$ cat config.mk
export PLATFORM = sky130hd
export DESIGN_NAME = charger_status_and_alert
export DESIGN_NICKNAME = d
export VERILOG_FILES = /design/src/chg_status_pkg.sv /design/src/alert_pulse.sv /design/src/charger_status_and_alert.sv
export SDC_FILE = /design/constraint.sdc
export NUM_CORES = 1
export LEC_CHECK = 0
export BUFFER_PORTS_ARGS = -buffer_cell sky130_fd_sc_hd__buf_2
export CORE_MARGIN = 3
export CORE_UTILIZATION = 55
export CTS_CLUSTER_DIAMETER = 120
export DETAILED_ROUTE_END_ITERATION = 10
export GPL_ROUTABILITY_DRIVEN = 0
export HOLD_SLACK_MARGIN = 0.15
export PLACE_DENSITY_LB_ADDON = 0.1
export SLEW_MARGIN = 10
export SYNTH_ARGS = -nofsm -noshare
export SYNTH_HDL_FRONTEND = slang
export SYNTH_SLANG_ARGS = --single-unit
$ cat constraint.sdc
create_clock -name CLK -period 5.4 [get_ports CLK]
set_input_delay 0.81 -clock CLK [delete_from_list [all_inputs] [get_ports CLK]]
set_output_delay 0.81 -clock CLK [all_outputs]
set_load 0.03 [all_outputs]
$ cat src/chg_status_pkg.sv
// Behaviour
// - Charge-state pin driven low while a charge or recharge cycle is active.
// - Charge-state pin released high when done, asleep or charging disabled.
// - Charge-state pin blinks at 1 Hz during any charge or boost suspend.
// - Qualifying events give an active-low host alert pulse of 256 us; events during a pulse merge into it.
// - Alert pulse when input source type is identified as USB or adapter.
// - Alert pulse when the input becomes good.
// - Alert pulse on input removal, charge completion and any fault outside the thermistor field.
// - Alert pulse on regulation loop activity, maskable unlike other events.
// - Faults outside the thermistor field raise an alert and stay latched until the fault register is read.
// - No alert for new faults until the register is read and faults cleared.
// - First read returns latched status, the second returns the live status.
// - Function select value binary 11 disables the pin and leaves it floating.
// - Thermistor fault field always shows the present condition, never latched.
package chg_status_pkg;

  // Timing
  localparam int unsigned CLK_MHZ         = 200;
  localparam int unsigned ALERT_US        = 256;
  localparam int unsigned ALERT_CYC       = ALERT_US * CLK_MHZ;
  localparam int unsigned BLINK_HALF_MS   = 500;
  localparam int unsigned BLINK_HALF_CYC  = BLINK_HALF_MS * 1000 * CLK_MHZ;

  // Fault register layout
  localparam int unsigned FAULT_W         = 8;
  localparam int unsigned THERM_LSB       = 0;
  localparam int unsigned THERM_W         = 3;
  localparam logic [7:0]  FAULT_RST       = 8'h00;

  // Pin function select
  localparam logic [1:0]  PIN_FUNC_OFF    = 2'b11;

  // Charger state as seen by the indicator
  typedef struct packed {
    logic charging;
    logic done;
    logic sleep;
    logic disabled;
    logic suspended;
  } chg_state_s;

  // Events toward the alert logic
  typedef struct packed {
    logic src_identified;
    logic input_good;
    logic input_removed;
    logic charge_done;
    logic regulation;
  } chg_event_s;

endpackage

$ cat src/alert_pulse.sv
`timescale 1ns/10ps
`default_nettype none
module alert_pulse
  import chg_status_pkg::*;
#(
  parameter int unsigned LEN = ALERT_CYC
) (
  // Clock and reset
  input  wire logic clk,
  input  wire logic rst_n,
  // Trigger and output
  input  wire logic fire,
  output var  logic alert_n
);

  typedef struct packed {
    logic [31:0] cnt;
    logic        alert_n;
  } st_s;

  st_s st_q;
  st_s st_d;

  // A trigger during a running pulse merges into it rather than stretching it
  always_comb begin
    st_d = st_q;
    if (!st_q.alert_n) begin
      if (st_q.cnt == LEN - 1) begin
        st_d.alert_n = 1'b1;
        st_d.cnt     = '0;
      end else begin
        st_d.cnt = st_q.cnt + 32'h0000_0001;
      end
    end else if (fire) begin
      st_d.alert_n = 1'b0;
      st_d.cnt     = '0;
    end
  end

  always_ff @(posedge clk or negedge rst_n) begin
    if (!rst_n) begin
      st_q <= '{cnt: '0, alert_n: 1'b1};
    end else begin
      st_q <= st_d;
    end
  end

  assign alert_n = st_q.alert_n;

endmodule
`default_nettype wire

$ cat src/charger_status_and_alert.sv
`timescale 1ns/10ps
`default_nettype none
module charger_status_and_alert
  import chg_status_pkg::*;
#(
  parameter int unsigned ALERT_LEN  = ALERT_CYC,
  parameter int unsigned BLINK_HALF = BLINK_HALF_CYC
) (
  // Clock and reset
  input  wire logic               CLK,
  input  wire logic               RST_N,
  // Charger state and events
  input  wire chg_state_s         CHG_STATE,
  input  wire chg_event_s         CHG_EVENT,
  input  wire logic               REG_MASK,
  input  wire logic [1:0]         PIN_FUNC_SEL,
  // Live fault conditions
  input  wire logic [FAULT_W-1:0] FAULT_LIVE,
  // Fault register read port
  input  wire logic               FAULT_RD,
  output logic [FAULT_W-1:0]      FAULT_RDATA,
  // Charge-state pin, open drain
  output logic                    STAT_O,
  output logic                    STAT_OE,
  // Host alert, active low
  output logic                    ALERT_N
);

  //////////////////////////////////////////////////////////////////////////////
  typedef enum logic [2:0] {
    PIN_LOW   = 3'b001,
    PIN_HIGH  = 3'b010,
    PIN_BLINK = 3'b100
  } pin_e;

  typedef struct packed {
    chg_state_s         prev_state;
    chg_event_s         prev_event;
    logic [FAULT_W-1:0] latch;
    logic [31:0]        blink_cnt;
    logic               blink_low;
    pin_e               pin;
    logic               stat_oe;
    logic [FAULT_W-1:0] rdata;
    logic               fire;
  } st_s;

  st_s  st_q;
  st_s  st_d;
  logic alert_n;

  localparam logic [FAULT_W-1:0] THERM_MASK =
    FAULT_W'(((1 << THERM_W) - 1) << THERM_LSB);

  //////////////////////////////////////////////////////////////////////////////
  // Next state: indicator, fault latch and event edges
  always_comb begin
    logic [FAULT_W-1:0] merged;
    logic               new_fault;
    logic               ev;
    merged    = '0;
    new_fault = 1'b0;
    ev        = 1'b0;
    st_d      = st_q;
    st_d.prev_state = CHG_STATE;
    st_d.prev_event = CHG_EVENT;

    // Pick the pin mode; suspend outranks charging
    if (CHG_STATE.suspended) begin
      st_d.pin = PIN_BLINK;
    end else if (CHG_STATE.charging) begin
      st_d.pin = PIN_LOW;
    end else begin
      st_d.pin = PIN_HIGH;
    end

    // Half-period counter, free running so phases stay even
    if (st_q.blink_cnt == BLINK_HALF - 1) begin
      st_d.blink_cnt = '0;
      st_d.blink_low = ~st_q.blink_low;
    end else begin
      st_d.blink_cnt = st_q.blink_cnt + 32'h0000_0001;
    end

    // Drive enable from the selected mode; high means pin pulled down
    if (PIN_FUNC_SEL == PIN_FUNC_OFF) begin
      st_d.stat_oe = 1'b0;
    end else begin
      case (st_d.pin)
        PIN_LOW:   st_d.stat_oe = 1'b1;
        PIN_BLINK: st_d.stat_oe = st_d.blink_low;
        default:   st_d.stat_oe = 1'b0;
      endcase
    end

    // Live faults join the latch; a read hands over and reloads from live
    new_fault = |(FAULT_LIVE & ~THERM_MASK & ~st_q.latch);
    merged    = st_q.latch | (FAULT_LIVE & ~THERM_MASK);
    if (FAULT_RD) begin
      st_d.rdata = (merged & ~THERM_MASK) | (FAULT_LIVE & THERM_MASK);
      st_d.latch = FAULT_LIVE & ~THERM_MASK;
    end else begin
      st_d.latch = merged;
    end

    // Edge-detected events; faults only alert while nothing is latched
    ev = (CHG_EVENT.src_identified & ~st_q.prev_event.src_identified)
       | (CHG_EVENT.input_good     & ~st_q.prev_event.input_good)
       | (CHG_EVENT.input_removed  & ~st_q.prev_event.input_removed)
       | (CHG_EVENT.charge_done    & ~st_q.prev_event.charge_done)
       | (CHG_EVENT.regulation & ~st_q.prev_event.regulation & ~REG_MASK)
       | (new_fault & (st_q.latch == '0));
    st_d.fire = ev;
  end

  //////////////////////////////////////////////////////////////////////////////
  always_ff @(posedge CLK or negedge RST_N) begin
    if (!RST_N) begin
      st_q <= '{prev_state: '0, prev_event: '0, latch: FAULT_RST, blink_cnt: '0,
                blink_low: 1'b0, pin: PIN_HIGH, stat_oe: 1'b0, rdata: FAULT_RST,
                fire: 1'b0};
    end else begin
      st_q <= st_d;
    end
  end

  //////////////////////////////////////////////////////////////////////////////
  // Fixed-length pulse generator
  alert_pulse #(
    .LEN     (ALERT_LEN)
  ) u_alert (
    .clk     (CLK),
    .rst_n   (RST_N),
    .fire    (st_q.fire),
    .alert_n (alert_n)
  );

  assign FAULT_RDATA = st_q.rdata;
  assign STAT_O      = 1'b0;      // Open drain only ever pulls low
  assign STAT_OE     = st_q.stat_oe;
  assign ALERT_N     = alert_n;

endmodule
`default_nettype wire

After elaboration in Yosys (flattened, before gate mapping)
Index checks and enable logic that the tools add are counted.
{"block": "totals", "mem_bits_ro": 0, "inputBits": 24, "n_memories": 0, "reg_bits": 89, "ramBits": 0, "latch_bits": 0}
{"block": "op_classes", "eq_ne": 6, "mux": 11, "add_sub_neg": 2, "shifts": 0, "n_reduce_logical": 2, "bitwise_logic": 23, "div": 0, "n_mul": 0, "order_cmp": 0}
{"op": "$mux 33", "count": 2}
{"op": "$add 32x1->32 const B", "count": 2}
{"op": "$mux 32", "count": 2}
{"op": "$eq 32x16->1 const B", "count": 1}
{"op": "$eq 32x27->1 const B", "count": 1}
{"op": "$and 8x8->8", "count": 1}
{"op": "$logic_not 8->1", "count": 1}
{"op": "$mux 8", "count": 1}
{"op": "$not 8->8", "count": 1}
{"op": "$or 8x3->8", "count": 1}
{"op": "$or 8x8->8", "count": 1}
{"op": "$reduce_or 8->1", "count": 1}
{"op": "$and 1x1->1", "count": 7}
{"op": "$not 1->1", "count": 7}
{"op": "$or 1x1->1", "count": 5}
{"op": "$eq 3x1->1 const B", "count": 1}
{"op": "$eq 3x3->1 const B", "count": 1}
{"op": "$mux 1", "count": 3}
{"op": "$mux 3", "count": 1}
{"op": "$eq 2x2->1 const B", "count": 1}
{"op": "$mux 2", "count": 1}
{"op": "$ne 2x2->1 const B", "count": 1}
{"op": "$pmux 1 s2", "count": 1}

Depth between registers and ports, before layout
Gate-level depths: netlist (run 1).
{"block": "logic_depth", "ltp_word": 7, "ltp_mapped": 7, "mapped_depth_nobuf": 6}

Modules after synthesis
From an unflattened synthesis (run 1), not the netlist that was laid out.
{"block": "hier_totals", "cells_unflattened": 456, "area_unflattened_um2": 4539.4}
{"mod": "charger_status_and_alert", "cells_per_inst": 234, "area_per_inst_um2": 2486.1, "n_inst": 1, "seq_area_each_um2": 1326.3}
{"mod": "alert_pulse", "cells_per_inst": 222, "area_per_inst_um2": 2053.2, "n_inst": 1, "seq_area_each_um2": 827.0}

Worst setup path before layout (run 1)
Ideal clock, no wire load.
{"block": "synth_path", "kind": "register -> register", "startpoint": "reg u_alert.st_q[1] (netlist name)", "endpoint": "reg u_alert.st_q[25] (netlist name)", "slack_ns": 3.508, "required_time_ns": 5.276, "t_arrival_ns": 1.768, "path_stages_with_launch": 7, "synth_period_minus_slack_ns": 1.892, "setup_ns": 0.124, "path_buffers": 0, "cell_sequence": "dfrtp_1 ha_1 and2_1 nand3_4 or3_1 o211a_1 a211o_1"}
{"block": "synth_between", "elab_chain_cells": 3, "elab_cells_between_ends": 4, "classes_between": "add/sub (1); eq/ne (1); mux (2)"}
{"element": "from (decl)", "line_no": "alert_pulse.sv:21", "rtl": "st_s st_q;"}
{"element": "from (signal assigned)", "line_no": "alert_pulse.sv:42", "rtl": "st_q <= '{cnt: '0, alert_n: 1'b1};"}
{"element": "from (signal assigned)", "line_no": "alert_pulse.sv:44", "rtl": "st_q <= st_d;"}
{"element": "$add 32x1->32 or $eq 32x16->1 (tied branches)", "line_no": "alert_pulse.sv:32, alert_pulse.sv:28"}
{"element": "$mux 32 (*)", "line_no": "alert_pulse.sv:28", "rtl": "if (st_q.cnt == LEN - 1) begin"}
{"element": "$mux 33 (*)", "line_no": "alert_pulse.sv:27", "rtl": "if (!st_q.alert_n) begin"}
Mark *: on every way between the ends. The rest lies on a longest branch, timed or not.
A chain may end at the register's enable or synchronous reset.

Final worst setup path (run 1)
{"block": "layout_path", "startpoint": "reg u_alert.st_q[17] (netlist name)", "endpoint": "reg u_alert.st_q[32] (netlist name)"}
The elaborated chain is that of the path after synthesis.

==> flow_summary_export.csv, run 1 <==
group,metric,value,unit
timing,fin_skew,0.0124,ns
floorplan,std_cell_rows,31,
power,p_leak,2.10,nW
synthesis,synth-seq-area-share,0.501,
clock_tree,cts_buffers,9,
clock_tree,post_cts_buffers,0,
layout,register_area,2150,um2
outcome,status,"finished, final reports clean",
clock_tree,hold_buffers,0,
grt,grt_use_met1,0.280,
placed_design,place_area,4440,um2
grt,busiest_layer,"met2",
clock_tree,post_cts_resized,0,
synthesis,synth.area.top_cells,"dfrtp_1 49%, o21ai_0 3.5%, xor2_1 3.5%",
run,maxCapViolations,0,
clock_tree,cts_tree,"done",
synthesis,yosysMostFrequentCell,"dfrtp_1",
detailed_routing,drc,0,
layout,n_fill_cell,620,
min_path,hp-class,"reg2reg",
synthesis,synth_async_sr_flop_share,1.00,
grt,grt_pass1_vias,3139,
floorplan,dieArea,8920,um2
detailed_routing,drt-pass1-iter-count,5,
worst_setup_path,timing_worst_setup_path_type,"reg2reg",
worst_setup_path,critPathArrivalTime,3.01,ns
power,power.density,257,nW/um2
timing,setup_viol,0,
grt,grt_util_met3,0.0446,
floorplan,ios,35,
timing,slew_violations,0,
floorplan,initial_core_util,0.580,
detailed_routing,vias,3247,
synthesis,ys_ff_latch,86,
clock_tree,clk_pin_slew_worst_paths,0.09,ns
layout,syn2layout_area_growth,8.15,%
synthesis,avgSynthCellArea,9.86,um2
power,ir_worst_vdd,0.000135,V
timing,max_slew_margin,0.221,
timing,tightest_slew,1.17,ns
grt,grt_pass1_wl,14.4,mm
layout,multiInputGateArea,1930,um2
layout,layout-drive-gt1-share,0.126,
detailed_routing,wl,8.38,mm
grt,grt_start_max_net_pins,87,
detailed_routing,routedWlPerCell,15.0,um
layout,final_nets,480,
worst_setup_path,endpoint_kind,"flip-flop",
worst_setup_path,path_max_fanout,34,
grt,track_usage,0.202,
detailed_routing,viasPerCell,5.82,
synthesis,synth_top_area_share,0.495,
layout,diodes,0,
placed_design,dp_hpwl,5.53,mm
timing,tns,0,ns
detailed_routing,drt_iter0_drc,187,
synthesis,syn-cell-area,4300,um2
synthesis,syn_inst,436,
grt,antenna_found_initial,0,
clock_tree,htreeDepth,3,
floorplan,dieWidth,94.4,um
timing,layout_min_cycle_time,2.75,ns
synthesis,yosys.cell_types.count,52,
synthesis,synth_edf_count,0,
synthesis,yosysTopAreaCell,"dfrtp_1",
clock_tree,cts_buffer_depth,2,
timing,timing.fmax,364,MHz
timing,finalCritPeriodShare,0.508,
synthesis,synth_common_cells,"85 x dfrtp_1, 37 x nor2_1, 30 x o21ai_0, 27 x nand3_1, 23 x nand2_1",
clock_tree,worstSkewPairLatency,0.37,ns
timing,hold_ws,0.473,ns
layout,final_area,4650,um2
floorplan,core-area,7410,um2
timing,hold_viol,0,
grt,gr-usage-met2,0.317,
timing,rsz0062_at_grt,"false",
worst_setup_path,worst_setup_path_start_kind,"flip-flop",
placed_design,portBuffers,30,
synthesis,synth_nets,462,
worst_setup_path,crit_required,5.66,ns
clock_tree,cts_root_buffer,"clkbuf_8",
grt,grt_overflow,0,
detailed_routing,postRouteAntennaNets,0,
synthesis,synth_warnings,0,
floorplan,die_h,94.4,um
synthesis,ys.flop_type,"dfrtp_1",
clock_tree,clock_sinks,86,
-- cells in the final DEF, fill, tap and decap left out, drive strengths merged, types with 10 or more instances in the layout --
cell type,n
dfrtp,85
nor2,37
o21ai,31
buf,31
nand3,28
inv,24
nand2,23
a21oi,19
nor4,19
nand4,18
xor2,17
and3,16
xnor2,14
a21o,12
or3,11
clkbuf,10
-- sequential cells by signal (all words and copies together), names as in the netlist --
signal,flops
u_alert.st_q,32
u_alert.alert_n,1
STAT_OE,1
FAULT_RDATA,8
st_q,44
-- path summary, 6_finish.rpt --
check	from	end	slack (ns)	cells past startpoint
max	u_alert.st_q[17]$_DFFE_PN0P_	u_alert.st_q[32]$_DFFE_PN0P_	2.65	5
min	st_q[13]$_DFF_PN0_	st_q[13]$_DFF_PN0_	0.47	1
min in group asynchronous	RST_N	u_alert.st_q[13]$_DFFE_PN0P_	0.63	1
max reg2reg	u_alert.st_q[17]$_DFFE_PN0P_	u_alert.st_q[32]$_DFFE_PN0P_	2.65	5
min reg2reg	st_q[13]$_DFF_PN0_	st_q[13]$_DFF_PN0_	0.47	1
max in group asynchronous	RST_N	st_q[42]$_DFF_PN0_	4.08	1
-- logic make-up (layout without fill, tap and decap cells) --
| family | count (synthesis) | in the layout | synth area share |
|---|---|---|---|
| simple gates | 185 | 185 | 0.245 |
| flops | 86 | 86 | 0.501 |
| compound gates | 83 | 83 | 0.122 |
| buf+inv | 44 | 67 | 0.0521 |
| xor+xnor | 31 | 31 | 0.0631 |
| mux | 4 | 4 | 0.0102 |
| fa+ha+maj | 2 | 2 | 0.00582 |
| other cells | 1 | 1 | 0.000872 |
-- layout make-up --
| cell class | count | area share |
|---|---|---|
| clock buffer | 10 | 0.0296 |
| clock inverter | 6 | 0.0161 |
| inverter | 20 | 0.0161 |
| multi-input combinational | 306 | 0.414 |
| sequential | 86 | 0.463 |
| tap | 99 | 0.0266 |
| timing repair buffer | 31 | 0.0344 |
-- metal layers --
metal  vias to the layer above  wire (um)
met5                         -          0
met4                         0        101
met3                         9        335
met2                        76       3820
met1                      1558       4130
li1                       1604          -
-- power by group --
group	switching, mW	internal (mW)	total [mW]	leakage (nW)
Sequential	0.00540	0.654	0.659	1.11
Clock	0.250	0.235	0.485	0.106
Combinational	0.0354	0.0163	0.0517	0.890
Total	0.291	0.905	1.20	2.10
-- stage by stage --
step | util | cells | setup WS, ns | power (mW)
finish | 0.628 | 558 | 2.65 | 1.20
global route | 0.628 | 558 | 2.46 | 1.24
CTS | 0.627 | 558 | 2.63 | 1.21
detailed placement | 0.599 | 542 | 2.67 | 0.725
global placement | 0.599 | 542 | 2.70 | 0.724
floorplan | - | 436 | 3.51 | 0.703
-- critical path, cell delays in order (launching register included) --
cell	delay [ns]
dfrtp_1	0.44
nor4b_1	0.40
nand4_1	0.26
o31ai_4	1.05
o21ai_0	0.22
a22o_1	0.27
No activity file was read; power rests on OpenSTA's default activity.
==> run 2, diff against run 1 <==
--- a/config.mk
+++ b/config.mk
@@ -7,7 +7,7 @@
 export LEC_CHECK = 0
 export BUFFER_PORTS_ARGS = -buffer_cell sky130_fd_sc_hd__buf_2
 export CORE_MARGIN = 3
-export CORE_UTILIZATION = 55
+export CORE_UTILIZATION = 54
 export CTS_CLUSTER_DIAMETER = 120
 export DETAILED_ROUTE_END_ITERATION = 10
 export GPL_ROUTABILITY_DRIVEN = 0
==> constraint.sdc (replaced) <==
create_clock -name CLK -period 2.45 [get_ports CLK]
set_input_delay 0.3675 -clock CLK [delete_from_list [all_inputs] [get_ports CLK]]
set_output_delay 0.3675 -clock CLK [all_outputs]
set_load 0.03 [all_outputs]
==> run 2 against run 1 <==
Wire length grew 3.6%. Sequential share of layout area shrank 1.2 points. Clock skew shrank 0.0027 ns. Via count grew 1.4%. Utilization grew 1.1 points. Global-route usage grew 0.90 points. Largest cell class unchanged. Clock-buffer cell count grew 1. Die area grew 1.7%. Total power grew 120%. Critical endpoint is now u_alert.st_q[23]$_DFFE_PN0P_. First-iteration DRC count is the same. Worst hold slack lost 0.24 ns.
==> flow_summary_export.csv, run 2 (same netlist as run 1, synthesis figures left out) <==
group,metric,value,unit
clock_tree,post_cts_resized,0,
floorplan,core-area,7490,um2
clock_tree,hold_buffers,6,
floorplan,dieArea,9070,um2
clock_tree,clock_sinks,86,
worst_setup_path,crit_required,2.69,ns
min_path,hp-class,"in2reg",
power,p_leak,2.18,nW
clock_tree,clk_pin_slew_worst_paths,0.08,ns
placed_design,dp_cells,552,
layout,final_nets,496,
floorplan,std_cell_rows,31,
placed_design,dp_hpwl,5.93,mm
detailed_routing,viasPerCell,5.75,
layout,diodes,0,
grt,track_usage,0.211,
timing,setup_viol,0,
worst_setup_path,path_max_fanout,24,
clock_tree,cts_buffer_depth,2,
timing,hold_viol,0,
layout,syn2layout_area_growth,11.1,%
detailed_routing,drt_iter0_drc,187,
timing,timing.fmax,464,MHz
detailed_routing,drc,0,
timing,max_slew_margin,0.533,
floorplan,initial_core_util,0.574,
grt,grt_pass1_wl,15.2,mm
clock_tree,worstSkewPairLatency,0.35,ns
clock_tree,htreeDepth,3,
timing,finalCritPeriodShare,0.880,
layout,regMostFlops,"st_q",
worst_setup_path,endpoint_kind,"flip-flop",
timing,slew_violations,0,
power,seq_power_share,0.563,
clock_tree,cts_root_buffer,"clkbuf_8",
timing,fin_skew,0.00965,ns
grt,grt_overflow,0,
worst_setup_path,crit-reg2reg-launch,"u_alert.st_q[17]$_DFFE_PN0P_",
grt,grt_start_max_net_pins,55,
power,p_clk_frac,0.387,
floorplan,die_h,95.2,um
layout,instances_no_fill,573,
worst_setup_path,reg2reg_slack,0.29,ns
min_path,min_to,"st_q[51]$_DFF_PN0_",
timing,rsz0062_at_grt,"false",
timing,layout_min_cycle_time,2.16,ns
detailed_routing,drt-pass1-iter-count,4,
floorplan,dieWidth,95.2,um
outcome,status,"finished, final reports clean",
power,netSwitchingFraction,0.230,
power,combPwrFrac,0.049,
power,power.internal,1.99,mW
min_path,hold_depth,2,
power,power.density,540,nW/um2
layout,layout-drive-gt1-share,0.137,
grt,antenna_found_initial,0,
layout,final_common_cell,"dfrtp_1",
layout,mostFrequentLayoutCells,"85 x dfrtp_1, 37 x nor2_1, 30 x o21ai_0",
worst_setup_path,critPathArrivalTime,2.39,ns
power,power,2.58,mW
clock_tree,cts_tree,"done",
power,p_switching,592,uW
detailed_routing,vias,3294,
worst_setup_path,timing_worst_setup_path_type,"reg2reg",
floorplan,ios,35,
worst_setup_path,timing.rr.end,"u_alert.st_q[23]$_DFFE_PN0P_",
layout,n_fill_cell,625,
run,maxCapViolations,0,
timing,tns,0,ns
power,ir_worst_vdd,0.000476,V
worst_setup_path,worst_setup_path_start_kind,"flip-flop",
min_path,worstHoldStart,"FAULT_LIVE[5]",
clock_tree,post_cts_buffers,0,
worst_setup_path,reg2reg_depth,6,
detailed_routing,postRouteAntennaNets,0,
detailed_routing,routedWlPerCell,15.2,um
detailed_routing,wl,8.68,mm
layout,largest_reg_flops,44,
grt,grt_pass1_vias,3231,
clock_tree,cts_buffers,9,
timing,tightest_slew,0.701,ns
placed_design,portBuffers,30,
## run 2: changes by cell type in the layout (fill, tap and decap cells not counted)
cell	delta
buf_12	+1
buf_4	+9
clkbuf_1	+1
clkinv_4	+1
dlygate4sd3_1	+6
inv_6	-2
inv_8	-1
nor2_1	+1
nor2_2	-1
## run 2: power groups by stage
stage / combinational (mW) / clock [mW] / sequential, mW
after floorplan: 0.0688 / 0 / 1.48
after global placement: 0.121 / 0 / 1.48
after detailed placement: 0.124 / 0 / 1.48
after CTS: 0.131 / 1.03 / 1.45
after global routing: 0.143 / 1.11 / 1.46
final: 0.128 / 0.999 / 1.45
## run 2: final cells by class
cell class | count | area [um2] | share of cell area
clock buffer | 11 | 141 | 0.0296
tap | 99 | 124 | 0.0259
timing repair buffer | 47 | 308 | 0.0644
clock inverter | 4 | 55.1 | 0.0115
multi-input combinational | 306 | 1920 | 0.402
inverter | 20 | 75.1 | 0.0157
sequential | 86 | 2150 | 0.451
## run 2: metal layers
layer,global-route usage,up-vias,part of all wire
li1,-,1633,-
met1,0.278,1604,0.47
met2,0.356,47,0.49
met3,0.0466,10,0.029
met4,0.0493,0,0.012
met5,0,-,0
## run 2: worst max path at each step
stage                                        end  slack (ns)                         start
floorplan           u_alert.st_q[25]$_DFFE_PN0P_        0.56   u_alert.st_q[1]$_DFFE_PN0P_
global placement    u_alert.st_q[25]$_DFFE_PN0P_        0.33  u_alert.st_q[17]$_DFFE_PN0P_
detailed placement  u_alert.st_q[25]$_DFFE_PN0P_        0.31  u_alert.st_q[17]$_DFFE_PN0P_
CTS                 u_alert.st_q[25]$_DFFE_PN0P_        0.30  u_alert.st_q[17]$_DFFE_PN0P_
global route        u_alert.st_q[13]$_DFFE_PN0P_         0.1  u_alert.st_q[17]$_DFFE_PN0P_
finish              u_alert.st_q[23]$_DFFE_PN0P_        0.29  u_alert.st_q[17]$_DFFE_PN0P_
## run 2: metrics by stage
step / instance area, um2 / hold WS, ns / utilization / setup WS (ns)
after floorplan: 4300 / 0.0719 / - / 0.558
after global placement: 4520 / 0.450 / 0.604 / 0.327
after detailed placement: 4520 / 0.454 / 0.604 / 0.312
after CTS: 4780 / 0.216 / 0.638 / 0.296
after global routing: 4780 / 0.223 / 0.638 / 0.0973
final: 4780 / 0.231 / 0.638 / 0.293
## run 2: critical path: stages (launching register included)
cell     delay, ns
dfrtp_1       0.43
nor4b_1       0.41
nand4_1       0.26
o31ai_4       0.30
buf_4         0.28
o21ai_0       0.14
a21o_1        0.22
==> run 3, diff against run 2 <==
==> constraint.sdc (replaced) <==
create_clock -name CLK -period 2.45 [get_ports CLK]
set_input_delay 0.245 -clock CLK [delete_from_list [all_inputs] [get_ports CLK]]
set_output_delay 0.245 -clock CLK [all_outputs]
set_load 0.03 [all_outputs]
==> run 3 against run 2 <==
Sequential power hardly changed. Clock-buffer cell count is 1 higher. Global-route usage is 0.83 points higher. Largest cell class unchanged. Worst hold slack worse by 0.027 ns. First-iteration DRC count is 13% lower. Critical path depth stayed put. Worst setup slack better by 0.0013 ns. Cell count is 2.1% higher. Clock power is 4% higher. Combinational power is 10% higher.
==> flow_summary_export.csv, run 3 (same netlist as run 1, synthesis figures left out) <==
group,metric,value,unit
grt,track_usage,0.219,
timing,layout_min_cycle_time,2.16,ns
worst_setup_path,timing.rr.end,"u_alert.st_q[10]$_DFFE_PN0P_",
grt,antenna_found_initial,0,
worst_setup_path,crit-reg2reg-launch,"u_alert.st_q[17]$_DFFE_PN0P_",
worst_setup_path,crit_start,"u_alert.st_q[17]$_DFFE_PN0P_",
layout,mostFrequentLayoutCells,"85 x dfrtp_1, 37 x nor2_1, 30 x o21ai_0",
power,power.internal,2.03,mW
grt,grt_overflow,0,
floorplan,initial_core_util,0.574,
layout,regMostFlops,"st_q",
placed_design,dp_slack,0.303,ns
power,combPwrFrac,0.054,
detailed_routing,wl,8.99,mm
detailed_routing,drt-pass1-iter-count,4,
clock_tree,worstSkewPairLatency,0.35,ns
timing,rsz0062_at_grt,"false",
placed_design,portBuffers,30,
clock_tree,cts_buffers,9,
worst_setup_path,crit_required,2.68,ns
timing,setup_viol,0,
worst_setup_path,endpoint_kind,"flip-flop",
floorplan,core-area,7490,um2
run,maxCapViolations,0,
timing,finalCritPeriodShare,0.880,
timing,timing.fmax,464,MHz
detailed_routing,routedWlPerCell,15.4,um
worst_setup_path,slowest_stage,"o31a_1",
worst_setup_path,cpPeakStageDelay,0.51,ns
layout,layout-drive-gt1-share,0.138,
layout,n_fill_cell,630,
clock_tree,htreeDepth,3,
worst_setup_path,timing_worst_setup_path_type,"reg2reg",
floorplan,dieWidth,95.2,um
clock_tree,cts_root_buffer,"clkbuf_8",
detailed_routing,vias,3373,
power,p_clk_frac,0.394,
worst_setup_path,crit_chain,"nor4b_1 > nand4_1 > o31a_1 > buf_4 > a21oi_1 > o21ai_0",
power,ir_worst_vdd,0.000347,V
power,p_switching,600,uW
detailed_routing,viasPerCell,5.77,
floorplan,die_h,95.2,um
clock_tree,cts_buffer_depth,2,
worst_setup_path,worst_setup_path_start_kind,"flip-flop",
timing,tightest_slew,0.597,ns
grt,grt_pass1_wl,15.6,mm
clock_tree,clock_sinks,86,
min_path,worstHoldStart,"CHG_STATE[0]",
floorplan,dieArea,9070,um2
layout,diodes,0,
placed_design,dp_hpwl,6.08,mm
detailed_routing,postRouteAntennaNets,0,
clock_tree,cts_tree,"done",
layout,final_nets,507,
min_path,hold_depth,3,
layout,syn2layout_area_growth,13.9,%
min_path,min_to,"STAT_OE$_DFF_PN0_",
detailed_routing,drc,0,
floorplan,ios,35,
timing,fin_skew,0.00839,ns
layout,final_common_cell,"dfrtp_1",
power,seq_power_share,0.552,
timing,slew_violations,0,
timing,tns,0,ns
grt,grt_pass1_vias,3254,
grt,grt_start_max_net_pins,45,
floorplan,std_cell_rows,31,
outcome,status,"finished, final reports clean",
clock_tree,post_cts_resized,0,
clock_tree,clk_pin_slew_worst_paths,0.09,ns
power,p_leak,2.24,nW
layout,largest_reg_flops,44,
timing,hold_ws,0.203,ns
timing,hold_viol,0,
timing,timing.final.ws_setup,0.295,ns
worst_setup_path,critPathArrivalTime,2.39,ns
worst_setup_path,path_max_fanout,9,
timing,max_slew_margin,0.598,
worst_setup_path,reg2reg_depth,6,
worst_setup_path,reg2reg_slack,0.29,ns
detailed_routing,drt_iter0_drc,163,
min_path,hp-class,"in2reg",
power,netSwitchingFraction,0.228,
power,power.density,537,nW/um2
-- run 3: cell types whose count changed in the layout (fill, tap and decap cells not counted) --
| cell | delta |
|---|---|
| buf_4 | +1 |
| clkbuf_8 | +1 |
| clkinv_2 | +1 |
| clkinvlp_4 | -1 |
| dlygate4sd3_1 | +10 |
-- run 3: per-stage QoR --
| step | util | power, mW | area [um2] | std cells |
|---|---|---|---|---|
| 3_3_place_gp | 0.605 | 1.60 | 4530 | 553 |
| 4_1_cts | 0.654 | 2.66 | 4900 | 585 |
| 6_report | 0.654 | 2.63 | 4900 | 585 |
| 3_5_place_dp | 0.605 | 1.60 | 4530 | 553 |
| 2_1_floorplan | - | 1.55 | 4300 | 436 |
| 5_1_grt | 0.654 | 2.73 | 4900 | 585 |
-- run 3: critical path, delay by kind of cell, from the launching register on --
kind                   cells  cell delay, ns
DFF                        1            0.44
AOI/OAI and AO/OA          3            0.73
and+or+nand+nor            2            0.63
buffers and inverters      1            0.24
-- run 3: layout make-up --
type                       instances  area (um2)  share of cell area
sequential                        86        2150               0.440
multi-input combinational        306        1920               0.393
timing repair buffer              58         415              0.0848
clock buffer                      12         155              0.0317
tap                               99         124              0.0253
inverter                          20        75.1              0.0153
clock inverter                     4        52.6              0.0107
-- run 3: worst max-delay path by stage --
| stage | cells after the start | end | slack [ns] |
|---|---|---|---|
| finish | 6 | u_alert.st_q[10]$_DFFE_PN0P_ | 0.29 |
| global route | 6 | u_alert.st_q[10]$_DFFE_PN0P_ | 0.05 |
| CTS | 6 | u_alert.st_q[10]$_DFFE_PN0P_ | 0.28 |
| detailed placement | 6 | u_alert.st_q[10]$_DFFE_PN0P_ | 0.30 |
| global placement | 6 | u_alert.st_q[30]$_DFFE_PN0P_ | 0.34 |
| floorplan | 6 | u_alert.st_q[25]$_DFFE_PN0P_ | 0.56 |
-- run 3: routing by layer --
layer | track usage | vias to the layer above | part of all wire
met5 | 0 | - | 0
met4 | 0.0673 | 0 | 0.016
met3 | 0.0410 | 15 | 0.026
met2 | 0.365 | 49 | 0.50
met1 | 0.291 | 1649 | 0.46
li1 | - | 1660 | -
-- run 3: power groups by stage --
stage	registers (mW)	clock network, mW	logic [mW]
floorplan	1.48	0	0.0688
global placement	1.48	0	0.121
detailed placement	1.48	0	0.123
CTS	1.45	1.06	0.144
global route	1.46	1.12	0.156
finish	1.45	1.04	0.141
-- run 3: timing repair --
item                                    in CTS  in global routing
endpoints found under the setup margin       0                  0
endpoints found under the hold margin       56                  0
setup buffers                                0                  0
hold buffers                                16                  0
